$ cat src/rtl/urlb_pkg.sv
package urlb_pkg;
  // ***********************************************
  // register offsets on the three address lines
  // ***********************************************
  localparam logic [2:0] OFS_DATA = 3'h0;
  localparam logic [2:0] OFS_IEN = 3'h1;
  localparam logic [2:0] OFS_ISTAT = 3'h2;
  localparam logic [2:0] OFS_LCTL = 3'h3;
  localparam logic [2:0] OFS_MCTL = 3'h4;
  localparam logic [2:0] OFS_LSTAT = 3'h5;
  localparam logic [2:0] OFS_MSTAT = 3'h6;
  localparam logic [2:0] OFS_SCR = 3'h7;
  // ***********************************************
  // field positions and key values
  // ***********************************************
  localparam int LCTL_DIV_BIT = 7;
  localparam int MCTL_LOOP_BIT = 4;
  localparam int MCTL_RTS_BIT = 1;
  localparam int MCTL_DTR_BIT = 0;
  localparam int EFN_EXT_BIT = 4;
  localparam logic [7:0] LCTL_ENH_KEY = 8'hBF;
  localparam logic [7:0] IEN_EXT_MASK = 8'hF0;
  localparam logic [7:0] ISTAT_EXT_MASK = 8'h30;
  localparam logic [7:0] FCTL_EXT_MASK = 8'h30;
  localparam logic [7:0] MCTL_EXT_MASK = 8'hE0;
  localparam logic [7:0] FRAC_MASK = 8'h3F;
  // ***********************************************
  // reset values
  // ***********************************************
  localparam logic [7:0] RST_ZERO = 8'h00;
  localparam logic [7:0] RST_LCTL = 8'h03;
  localparam logic [7:0] RST_DIV_LOW = 8'h01;
  localparam logic [7:0] RST_ISTAT = 8'h01;
  localparam logic [7:0] RST_LSTAT = 8'h60;

  // host bus access
  typedef struct packed {
    logic [2:0] addr;
    logic rd;
    logic wr;
    logic [7:0] wdata;
  } urlb_bus_t;

  // modem inputs, active low as on the pins
  typedef struct packed {
    logic cts_n;
    logic dsr_n;
    logic cd_n;
    logic ri_n;
  } urlb_modem_t;

  typedef enum logic [2:0] {
    URLB_BANK_STD = 3'b001,
    URLB_BANK_DIV = 3'b010,
    URLB_BANK_ENH = 3'b100
  } urlb_bank_t;
endpackage

$ cat src/rtl/urlb_top.sv
module urlb_top #(
  parameter logic [7:0] REVISION_CODE = 8'h5A, // value arbitrary
  parameter logic [7:0] DEVICE_ID = 8'hA5 // value arbitrary
) (
  input wire logic clk,
  input wire logic rst,
  input wire logic select_n,
  input wire urlb_pkg::urlb_bus_t bus,
  output logic [7:0] rdata_q,
  input wire logic [7:0] rx_char,
  input wire logic rx_valid,
  output logic [7:0] tx_char_q,
  output logic tx_load_q,
  input wire logic tx_shift_out,
  output logic rx_shift_in_q,
  input wire logic [7:0] isr_in,
  input wire logic [7:0] lsr_in,
  input wire logic serial_in,
  input wire urlb_pkg::urlb_modem_t modem_pins,
  output logic serial_out_q,
  output logic rts_n_q,
  output logic dtr_n_q,
  output logic [3:0] modem_seen_q,
  output logic loopback_q,
  output logic auto_flow_en_q,
  output logic [7:0] ien_eff_q,
  output logic [7:0] fctl_eff_q,
  output logic fctl_strobe_q,
  output logic [7:0] mctl_eff_q,
  output logic [15:0] divisor_q,
  output logic [3:0] frac_q
);
  // ***********************************************
  // registers
  // ***********************************************
  logic [7:0] lctl_q, mctl_q, ien_q, scr_q, div_lo_q, div_hi_q, frac_reg_q;
  logic [7:0] efn_q, xon1_q, xon2_q, xoff1_q, xoff2_q, rxh_q, fctl_q;
  logic [1:0] sin_sync_q;
  logic [3:0] modem_sync1_q, modem_sync2_q;
  urlb_pkg::urlb_bank_t bank;
  logic sel, rd_hit, wr_hit, ext_on, loop;

  function automatic logic [7:0] ext_gate(input logic [7:0] v, input logic [7:0] m,
                                          input logic en);
    ext_gate = en ? v : (v & ~m);
  endfunction

  assign sel = !select_n;
  assign rd_hit = sel && bus.rd;
  assign wr_hit = sel && bus.wr;
  assign ext_on = efn_q[urlb_pkg::EFN_EXT_BIT];
  assign loop = mctl_q[urlb_pkg::MCTL_LOOP_BIT];

  always_comb begin
    if (lctl_q == urlb_pkg::LCTL_ENH_KEY) begin
      bank = urlb_pkg::URLB_BANK_ENH;
    end else if (lctl_q[urlb_pkg::LCTL_DIV_BIT]) begin
      bank = urlb_pkg::URLB_BANK_DIV;
    end else begin
      bank = urlb_pkg::URLB_BANK_STD;
    end
  end

  // ***********************************************
  // register writes
  // ***********************************************
  always_ff @(posedge clk or posedge rst) begin
    if (rst) begin
      lctl_q <= urlb_pkg::RST_LCTL;
      mctl_q <= urlb_pkg::RST_ZERO;
      scr_q <= urlb_pkg::RST_ZERO;
      ien_q <= urlb_pkg::RST_ZERO;
      div_lo_q <= urlb_pkg::RST_DIV_LOW;
      div_hi_q <= urlb_pkg::RST_ZERO;
      frac_reg_q <= urlb_pkg::RST_ZERO;
      efn_q <= urlb_pkg::RST_ZERO;
      xon1_q <= urlb_pkg::RST_ZERO;
      xon2_q <= urlb_pkg::RST_ZERO;
      xoff1_q <= urlb_pkg::RST_ZERO;
      xoff2_q <= urlb_pkg::RST_ZERO;
      fctl_q <= urlb_pkg::RST_ZERO;
    end else if (wr_hit) begin
      case (bus.addr)
        urlb_pkg::OFS_LCTL: lctl_q <= bus.wdata;
        urlb_pkg::OFS_SCR: begin
          if (bank == urlb_pkg::URLB_BANK_ENH) begin
            xoff2_q <= bus.wdata;
          end else begin
            scr_q <= bus.wdata;
          end
        end
        urlb_pkg::OFS_MCTL: begin
          if (bank == urlb_pkg::URLB_BANK_ENH) begin
            xon1_q <= bus.wdata;
          end else begin
            mctl_q <= bus.wdata;
          end
        end
        urlb_pkg::OFS_LSTAT: begin
          if (bank == urlb_pkg::URLB_BANK_ENH) begin
            xon2_q <= bus.wdata;
          end
        end
        urlb_pkg::OFS_MSTAT: begin
          if (bank == urlb_pkg::URLB_BANK_ENH) begin
            xoff1_q <= bus.wdata;
          end
        end
        urlb_pkg::OFS_DATA: begin
          if (bank == urlb_pkg::URLB_BANK_DIV) begin
            div_lo_q <= bus.wdata;
          end
        end
        urlb_pkg::OFS_IEN: begin
          if (bank == urlb_pkg::URLB_BANK_DIV) begin
            div_hi_q <= bus.wdata;
          end else if (bank == urlb_pkg::URLB_BANK_STD) begin
            ien_q <= bus.wdata;
          end
        end
        urlb_pkg::OFS_ISTAT: begin
          if (bank == urlb_pkg::URLB_BANK_ENH) begin
            efn_q <= bus.wdata;
          end else if (bank == urlb_pkg::URLB_BANK_DIV) begin
            frac_reg_q <= bus.wdata & urlb_pkg::FRAC_MASK;
          end else begin
            fctl_q <= bus.wdata;
          end
        end
        default: begin
        end
      endcase
    end
  end

  // ***********************************************
  // transmit load and fifo control strobe
  // ***********************************************
  always_ff @(posedge clk or posedge rst) begin
    if (rst) begin
      tx_char_q <= urlb_pkg::RST_ZERO;
      tx_load_q <= 1'b0;
      fctl_strobe_q <= 1'b0;
    end else begin
      tx_load_q <= wr_hit && bus.addr == urlb_pkg::OFS_DATA
                   && bank == urlb_pkg::URLB_BANK_STD;
      fctl_strobe_q <= wr_hit && bus.addr == urlb_pkg::OFS_ISTAT
                       && bank != urlb_pkg::URLB_BANK_ENH;
      if (wr_hit && bus.addr == urlb_pkg::OFS_DATA && bank == urlb_pkg::URLB_BANK_STD) begin
        tx_char_q <= bus.wdata;
      end
    end
  end

  // receive holding latch, fed by the receiver whether looped or not
  always_ff @(posedge clk or posedge rst) begin
    if (rst) begin
      rxh_q <= urlb_pkg::RST_ZERO;
    end else if (rx_valid) begin
      rxh_q <= rx_char;
    end
  end

  // ***********************************************
  // pin synchronisers
  // ***********************************************
  always_ff @(posedge clk or posedge rst) begin
    if (rst) begin
      sin_sync_q <= 2'b11;
      modem_sync1_q <= 4'hF;
      modem_sync2_q <= 4'hF;
    end else begin
      sin_sync_q <= {sin_sync_q[0], serial_in};
      modem_sync1_q <= modem_pins;
      modem_sync2_q <= modem_sync1_q;
    end
  end

  // ***********************************************
  // loopback routing
  // ***********************************************
  // while looped, serial_out_q, rts_n_q and dtr_n_q freeze at idle/inactive so the line sees nothing
  always_ff @(posedge clk or posedge rst) begin
    if (rst) begin
      loopback_q <= 1'b0;
      serial_out_q <= 1'b1;
      rts_n_q <= 1'b1;
      dtr_n_q <= 1'b1;
      rx_shift_in_q <= 1'b1;
      modem_seen_q <= 4'hF;
      auto_flow_en_q <= 1'b0;
    end else begin
      loopback_q <= loop;
      if (loop) begin
        serial_out_q <= 1'b1;
        rts_n_q <= 1'b1;
        dtr_n_q <= 1'b1;
        rx_shift_in_q <= tx_shift_out;
        // looped modem status follows own control outputs, not the pins
        modem_seen_q <= {~mctl_q[urlb_pkg::MCTL_RTS_BIT], ~mctl_q[urlb_pkg::MCTL_DTR_BIT],
                         ~mctl_q[3], ~mctl_q[2]};
        auto_flow_en_q <= 1'b0;
      end else begin
        serial_out_q <= tx_shift_out;
        rts_n_q <= ~mctl_q[urlb_pkg::MCTL_RTS_BIT];
        dtr_n_q <= ~mctl_q[urlb_pkg::MCTL_DTR_BIT];
        // relies on the far side idling the pin high across the test
        rx_shift_in_q <= sin_sync_q[1];
        modem_seen_q <= modem_sync2_q;
        auto_flow_en_q <= efn_q[7] | efn_q[6];
      end
    end
  end

  // ***********************************************
  // effective configuration outputs
  // ***********************************************
  always_ff @(posedge clk or posedge rst) begin
    if (rst) begin
      ien_eff_q <= urlb_pkg::RST_ZERO;
      fctl_eff_q <= urlb_pkg::RST_ZERO;
      mctl_eff_q <= urlb_pkg::RST_ZERO;
      divisor_q <= {urlb_pkg::RST_ZERO, urlb_pkg::RST_DIV_LOW};
      frac_q <= 4'h0;
    end else begin
      ien_eff_q <= ext_gate(ien_q, urlb_pkg::IEN_EXT_MASK, ext_on);
      fctl_eff_q <= ext_gate(fctl_q, urlb_pkg::FCTL_EXT_MASK, ext_on);
      mctl_eff_q <= ext_gate(mctl_q, urlb_pkg::MCTL_EXT_MASK, ext_on);
      divisor_q <= {div_hi_q, div_lo_q};
      frac_q <= ext_on ? frac_reg_q[3:0] : 4'h0;
    end
  end

  // ***********************************************
  // read mux, registered: data one cycle after the strobe
  // ***********************************************
  always_ff @(posedge clk or posedge rst) begin
    if (rst) begin
      rdata_q <= urlb_pkg::RST_ZERO;
    end else if (rd_hit) begin
      case (bus.addr)
        urlb_pkg::OFS_DATA: begin
          if (bank == urlb_pkg::URLB_BANK_STD) begin
            rdata_q <= rxh_q;
          end else if (div_lo_q == 8'h00 && div_hi_q == 8'h00) begin
            rdata_q <= REVISION_CODE;
          end else begin
            rdata_q <= div_lo_q;
          end
        end
        urlb_pkg::OFS_IEN: begin
          if (bank == urlb_pkg::URLB_BANK_STD) begin
            rdata_q <= ext_gate(ien_q, urlb_pkg::IEN_EXT_MASK, ext_on);
          end else if (div_lo_q == 8'h00 && div_hi_q == 8'h00) begin
            rdata_q <= DEVICE_ID;
          end else begin
            rdata_q <= div_hi_q;
          end
        end
        urlb_pkg::OFS_ISTAT: begin
          if (bank == urlb_pkg::URLB_BANK_ENH) begin
            rdata_q <= efn_q;
          end else if (bank == urlb_pkg::URLB_BANK_DIV) begin
            rdata_q <= frac_reg_q;
          end else begin
            rdata_q <= ext_gate(isr_in, urlb_pkg::ISTAT_EXT_MASK, ext_on);
          end
        end
        urlb_pkg::OFS_LCTL: rdata_q <= lctl_q;
        urlb_pkg::OFS_MCTL: begin
          rdata_q <= (bank == urlb_pkg::URLB_BANK_ENH) ? xon1_q
                     : ext_gate(mctl_q, urlb_pkg::MCTL_EXT_MASK, ext_on);
        end
        urlb_pkg::OFS_LSTAT: begin
          rdata_q <= (bank == urlb_pkg::URLB_BANK_ENH) ? xon2_q : lsr_in;
        end
        urlb_pkg::OFS_MSTAT: begin
          rdata_q <= (bank == urlb_pkg::URLB_BANK_ENH) ? xoff1_q
                     : {~modem_seen_q[1], ~modem_seen_q[0], ~modem_seen_q[2],
                        ~modem_seen_q[3], 4'h0};
        end
        urlb_pkg::OFS_SCR: begin
          rdata_q <= (bank == urlb_pkg::URLB_BANK_ENH) ? xoff2_q : scr_q;
        end
        default: rdata_q <= urlb_pkg::RST_ZERO;
      endcase
    end
  end
endmodule

$ cat config.mk
export PLATFORM = sky130hd
export DESIGN_NAME = urlb_top
export DESIGN_NICKNAME = d
export VERILOG_FILES = /design/src/rtl/urlb_pkg.sv /design/src/rtl/urlb_top.sv
export SDC_FILE = /design/constraint.sdc
export NUM_CORES = 1
export LEC_CHECK = 0
export BUFFER_PORTS_ARGS = -buffer_cell sky130_fd_sc_hd__buf_4
export CAP_MARGIN = 20
export CORE_UTILIZATION = 61
export CTS_CLUSTER_SIZE = 16
export DETAILED_ROUTE_END_ITERATION = 8
export MAX_ROUTING_LAYER = met4
export PLACE_DENSITY = 0.81
export SYNTH_ARGS = -nofsm -noshare
export SYNTH_HDL_FRONTEND = slang
export SYNTH_SLANG_ARGS = --single-unit
$ cat constraint.sdc
create_clock -name clk -period 11 [get_ports clk]
set_input_delay 2.2 -clock clk [delete_from_list [all_inputs] [get_ports clk]]
set_output_delay 2.2 -clock clk [all_outputs]
set_load 0.05 [all_outputs]
* After elaboration in Yosys (flattened, before gate mapping) *
Index checks and enable logic that the tools add are counted.

word-level totals
  flip-flop bits (word level) = 192
  bits of input ports = 47
  logic and storage cells = 104

cells by class
  eq/ne operators = 12
  muxes and demuxes = 24
  bitwise operators = 11
  reduce and logical (&&, ||, !) cells = 24

operators with widths
  operator              number
  $mux W8               12
  $pmux W8 S8           1
  $reduce_and A3 Y1     9
  $logic_not A8 Y1      2
  $eq A3 B3 Y1 const B  5
  $mux W6               2
  $reduce_and A4 Y1     3
  $not A1 Y1            10
  $eq A3 B2 Y1 const B  3
  $eq A8 B8 Y1 const B  1
  $mux W4               2
  $logic_and A1 B1 Y1   7
  $eq A3 B1 Y1 const B  2
  $mux W1               5
  $logic_not A3 Y1      1
  $mux W3               1
  $ne A3 B3 Y1 const B  1
  $mux W2               1
  $reduce_and A2 Y1     1
  $logic_not A1 Y1      1
  $or A1 B1 Y1          1

* Longest topological paths before layout *
  word-level depth = 6
  mapped depth = 7
  mapped depth without buffers = 5

* Worst setup path after synthesis *
OpenSTA, ideal clock, no wires.

  kind = input-to-reg
  start = input bus[10] in the netlist's numbering
  end = register xon2_q[0]
  setup time = 125 ps
  data arrival time = 3623 ps
  data required time = 10875 ps
  setup slack = 7252 ps
  stages = 6
  path through = buf_2 buf_1 buf_2 nand2_1 nor2_2 mux2_2

between the ends
  longest elaborated chain between the ends = 2

RTL lines
  item                                line             source
  from (decl)                         urlb_top.sv:8    input wire urlb_pkg::urlb_bus_t bus,
  $eq A3 B3 Y1                        urlb_top.sv:83   case (bus.addr)
  $reduce_and A3 Y1 (no source line)  n/a
  to (signal assigned)                urlb_top.sv:78   xon2_q <= urlb_pkg::RST_ZERO;
  to (signal assigned)                urlb_top.sv:101  xon2_q <= bus.wdata;
  to (decl)                           urlb_top.sv:37   logic [7:0] efn_q, xon1_q, xon2_q, xoff1_q, xoff2_q, rxh_q, fctl_q;

Every way passes these cells.
A chain may end at the register's enable or synchronous reset.

* Worst setup path in the final report *
  start = input bus[10] in the netlist's numbering
  end = register rdata_q[2]

between the ends
  longest elaborated chain between the ends = 2

RTL lines
  item                                        line             source
  $eq A3 B3 Y1, or another cell as far along  urlb_top.sv:241  case (bus.addr)
  $pmux W8 S8 *                               urlb_top.sv:241
  to (signal assigned)                        urlb_top.sv:239  rdata_q <= urlb_pkg::RST_ZERO;
  to (signal assigned)                        urlb_top.sv:244  rdata_q <= rxh_q;
  to (signal assigned)                        urlb_top.sv:248  rdata_q <= div_lo_q;
  to (decl)                                   urlb_top.sv:9    output logic [7:0] rdata_q,

Mark *: on every way between the ends. The rest lies on a longest branch, timed or not.

==> reports/qor.csv <==
stage,metric,value,unit
floorplan,die footprint,0.0132,sq mm
logic_synthesis,"Cell Area, Synth",0.00779,sq mm
drt,Wirelength per Cell,24.1,um
clock_network,H-tree lvl count,4,
layout,Top reg by flops,divisor_q,
timing,RSZ-0062 raised after global routing,false,
floorplan,Initial Util,0.638,
clock_network,Longest Clk Path Bufs,2,
setup_path,kind of critical path,in -> reg,
timing,Max Freq,258,MHz
floorplan,core area,0.0122,sq mm
clock_network,CTS Buf Count,17,
setup_path,Startpoint Class,input pin,
global_route,GR Util All Layers,0.341,
logic_synthesis,ys async rst share,1.00,
setup_path,worst-path cell chain,"buf_4, mux4_2, mux2_2, a2111oi_0, o21ai_1",
timing,max_slew headroom,0.341,
job,Max Cap Viol,0,
layout,Area Growth Syn to Fin,21.2,%
timing,final setup fails,0,
worst_hold_path,min-delay worst type,reg -> reg,
global_route,vias in the first global route,5357,
setup_path,R2R cell count,6,
drt,TritonRoute pass-1 iters,5,
setup_path,"Req. time, crit path",11.29,ns
clock_network,"Setup Fix Bufs, Post-CTS",0,
clock_network,CTS tree,built,
drt,Vias,5162,
global_route,GRT overflow,0,
status,status,"finished, final reports clean",
timing,Hold WS,0.357,ns
placed_design,HPWL after DPL,13300,um
logic_synthesis,synthesized instance count,557,
global_route,first-pass GRT wire length,31100,um
layout,Final #Nets,715,
setup_path,end of the critical path,rdata_q[2]$_DFFE_PP0P_,
setup_path,crit-path max cell delay,0.67,ns
floorplan,Die Ht,115,um
drt,Vias/cell,6.08,
power,PD cells,208,mW/mm^2
logic_synthesis,syn_nets,604,
timing,setup TNS,0,ns
drt,Post-DRT Antenna Nets,0,
layout,Non-Filler Instances,849,
setup_path,CP Launch Point,bus[10],
logic_synthesis,"flops & latches, synth",191,
setup_path,WP data arrival,4.18,ns
timing,Setup Skew,0.00975,ns
clock_network,CTS clock-pin slew for the worst setup and hold paths,0.07,ns
floorplan,chip width,115,um
clock_network,clock root buffer,clkbuf_16,
logic_synthesis,Cell variety after synth,57,
timing,hold violation count in the final report,0,
layout,ANT cells,0,
layout,max FFs per register,16,
drt,Post-route DRC,0,
setup_path,"Buf+Inv Stages, Crit Path",1,
power,total leakage power,0.00449,uW
setup_path,Worst R2R Start,lctl_q[7]$_DFFE_PP0P_,
logic_synthesis,Post-synth EDFFs,0,
logic_synthesis,Synth Flop Type,dfrtp_1,
clock_network,CTS Hold Bufs,0,
placed_design,GPL Wtd Cong,0.944,
clock_network,CTS resizes,0,
floorplan,number of core rows,40,
setup_path,"Max FO, Critical Path",27,
timing,worst-margin pin slew,0.988,ns
global_route,initial antenna violation count,0,
setup_path,Levels on crit path,5,
setup_path,reg-to-reg critical path endpoint,rdata_q[2]$_DFFE_PP0P_,
placed_design,Placed Cells,816,
setup_path,worst reg-to-reg setup slack,7.84,ns
clock_network,worst-skew pair later-pin latency,0.44,ns
logic_synthesis,yosys warns,0,
floorplan,Top Ports,119,
drt,initial drt markers,543,
timing,crit share post-route,0.353,
placed_design,IO buf count,118,
power,Worst VDD drop,145,uV
timing,fin crit period,3.88,ns
clock_network,clk sinks,191,
setup_path,Worst setup EP type,register,
setup_path,"delay-heaviest family, CP",multiplexers,
layout,share of cells above drive strength 1,0.471,
drt,drt total wl,20500,um
timing,max-slew violations,0,
logic_synthesis,"Avg Cell Area, Syn",14.0,sq um
setup_path,slowest CP cell,a2111oi_0,
logic_synthesis,post-synthesis sequential area ratio,0.617,
global_route,largest net degree at the start of global routing,114,
[where the power goes]
part           total, uW  switching [uW]  leakage (uW)  internal [uW]
clock                655             274      0.000303            381
combinational        429             278       0.00175            151
sequential           877            69.9       0.00243            807
[cell usage in the layout, fill, tap and decap left out, types with 3 or more instances in the layout]
cell,Yosys,final
nor2_1,12,12
dfstp_2,22,22
and3_1,4,4
nor2b_1,10,10
nand3_1,9,9
nor3_1,3,3
a31oi_1,4,4
dfrtp_1,169,169
clkbuf_8,1,3
o21ai_0,9,9
a22o_1,3,3
o221ai_1,7,7
nand2b_1,6,6
a221oi_1,3,3
a221o_1,4,4
mux2_2,125,125
nand2_1,26,26
nor2_2,5,5
a22oi_1,3,3
inv_1,11,10
inv_6,0,5
clkinvlp_4,0,3
o211ai_1,4,4
buf_4,3,121
bufinv_16,0,3
o221a_2,4,4
mux2i_1,20,20
and2_1,14,14
clkbuf_16,0,17
a21oi_1,15,15
[worst reg2reg max path, delay by kind of cell, from the launching register on]
family | cells | cell delay (ns)
simple gates | 2 | 0.91
compound gates | 2 | 0.81
mux | 1 | 0.55
buf+inv | 1 | 0.39
flops | 1 | 0.36
[area by class of cell]
type	instances	area [sq um]
Sequential cell	191	4810
Multi-Input combinational cell	325	2800
Fill cell	774	2770
Timing Repair Buffer	122	936
Clock buffer	20	467
Tap cell	168	210
Clock inverter	12	173
Inverter	11	46.3
[stage by stage]
stage | utilization | total power, uW | setup WS, ns | cell area, sq um
final | 0.773 | 1960 | 7.12 | 9440
after global routing | 0.773 | 2020 | 7.09 | 9440
after CTS | 0.771 | 1960 | 7.18 | 9410
after detailed placement | 0.718 | 1310 | 6.74 | 8770
after global placement | 0.718 | 1290 | 6.72 | 8770
after floorplan | - | 1160 | 3.64 | 7790
[worst min-delay path by stage]
stage | from | endpoint | slack (ns) | depth (start not counted)
after detailed placement | modem_sync1_q[3]$_DFF_PP1_ | modem_sync2_q[3]$_DFF_PP1_ | 0.35 | 0
after CTS | modem_sync1_q[3]$_DFF_PP1_ | modem_sync2_q[3]$_DFF_PP1_ | 0.36 | 0
final | modem_sync1_q[3]$_DFF_PP1_ | modem_sync2_q[3]$_DFF_PP1_ | 0.36 | 0
after global routing | modem_sync1_q[2]$_DFF_PP1_ | modem_sync2_q[2]$_DFF_PP1_ | 0.36 | 0
after global placement | modem_sync1_q[2]$_DFF_PP1_ | modem_sync2_q[2]$_DFF_PP1_ | 0.35 | 0
after floorplan | modem_sync1_q[0]$_DFF_PP1_ | modem_sync2_q[0]$_DFF_PP1_ | 0.35 | 0
[synthesized netlist by cell type (5+ instances only)]
cell type / instances / area, sq um
mux2_2: 125 / 1410
nand3_1: 9 / 45.0
nor2b_1: 10 / 62.6
nor2_2: 5 / 31.3
nand2_1: 26 / 97.6
o21ai_0: 9 / 45.0
buf_2: 6 / 30.0
dfstp_2: 22 / 578
inv_1: 11 / 41.3
clkbuf_1: 17 / 63.8
mux2i_1: 20 / 200
and2_1: 14 / 87.6
nand2b_1: 6 / 37.5
nor2_1: 12 / 45.0
a21oi_1: 15 / 75.1
o221ai_1: 7 / 61.3
dfrtp_1: 169 / 4230
[logic make-up after synthesis]
| group | Yosys count | synth area share |
|---|---|---|
| buf+inv | 41 | 0.0234 |
| simple gates | 102 | 0.0712 |
| mux | 147 | 0.212 |
| flops | 191 | 0.617 |
| compound gates | 76 | 0.0761 |
[per-layer routing]
layer  vias to the layer above  track usage  share of wire
met5                         -            -              0
met3                        38       0.0543          0.058
met4                         0        0.127          0.026
met2                       226        0.551           0.51
li1                       2243            -              -
met1                      2655        0.437           0.40
Power figures use the tool's default switching activity.
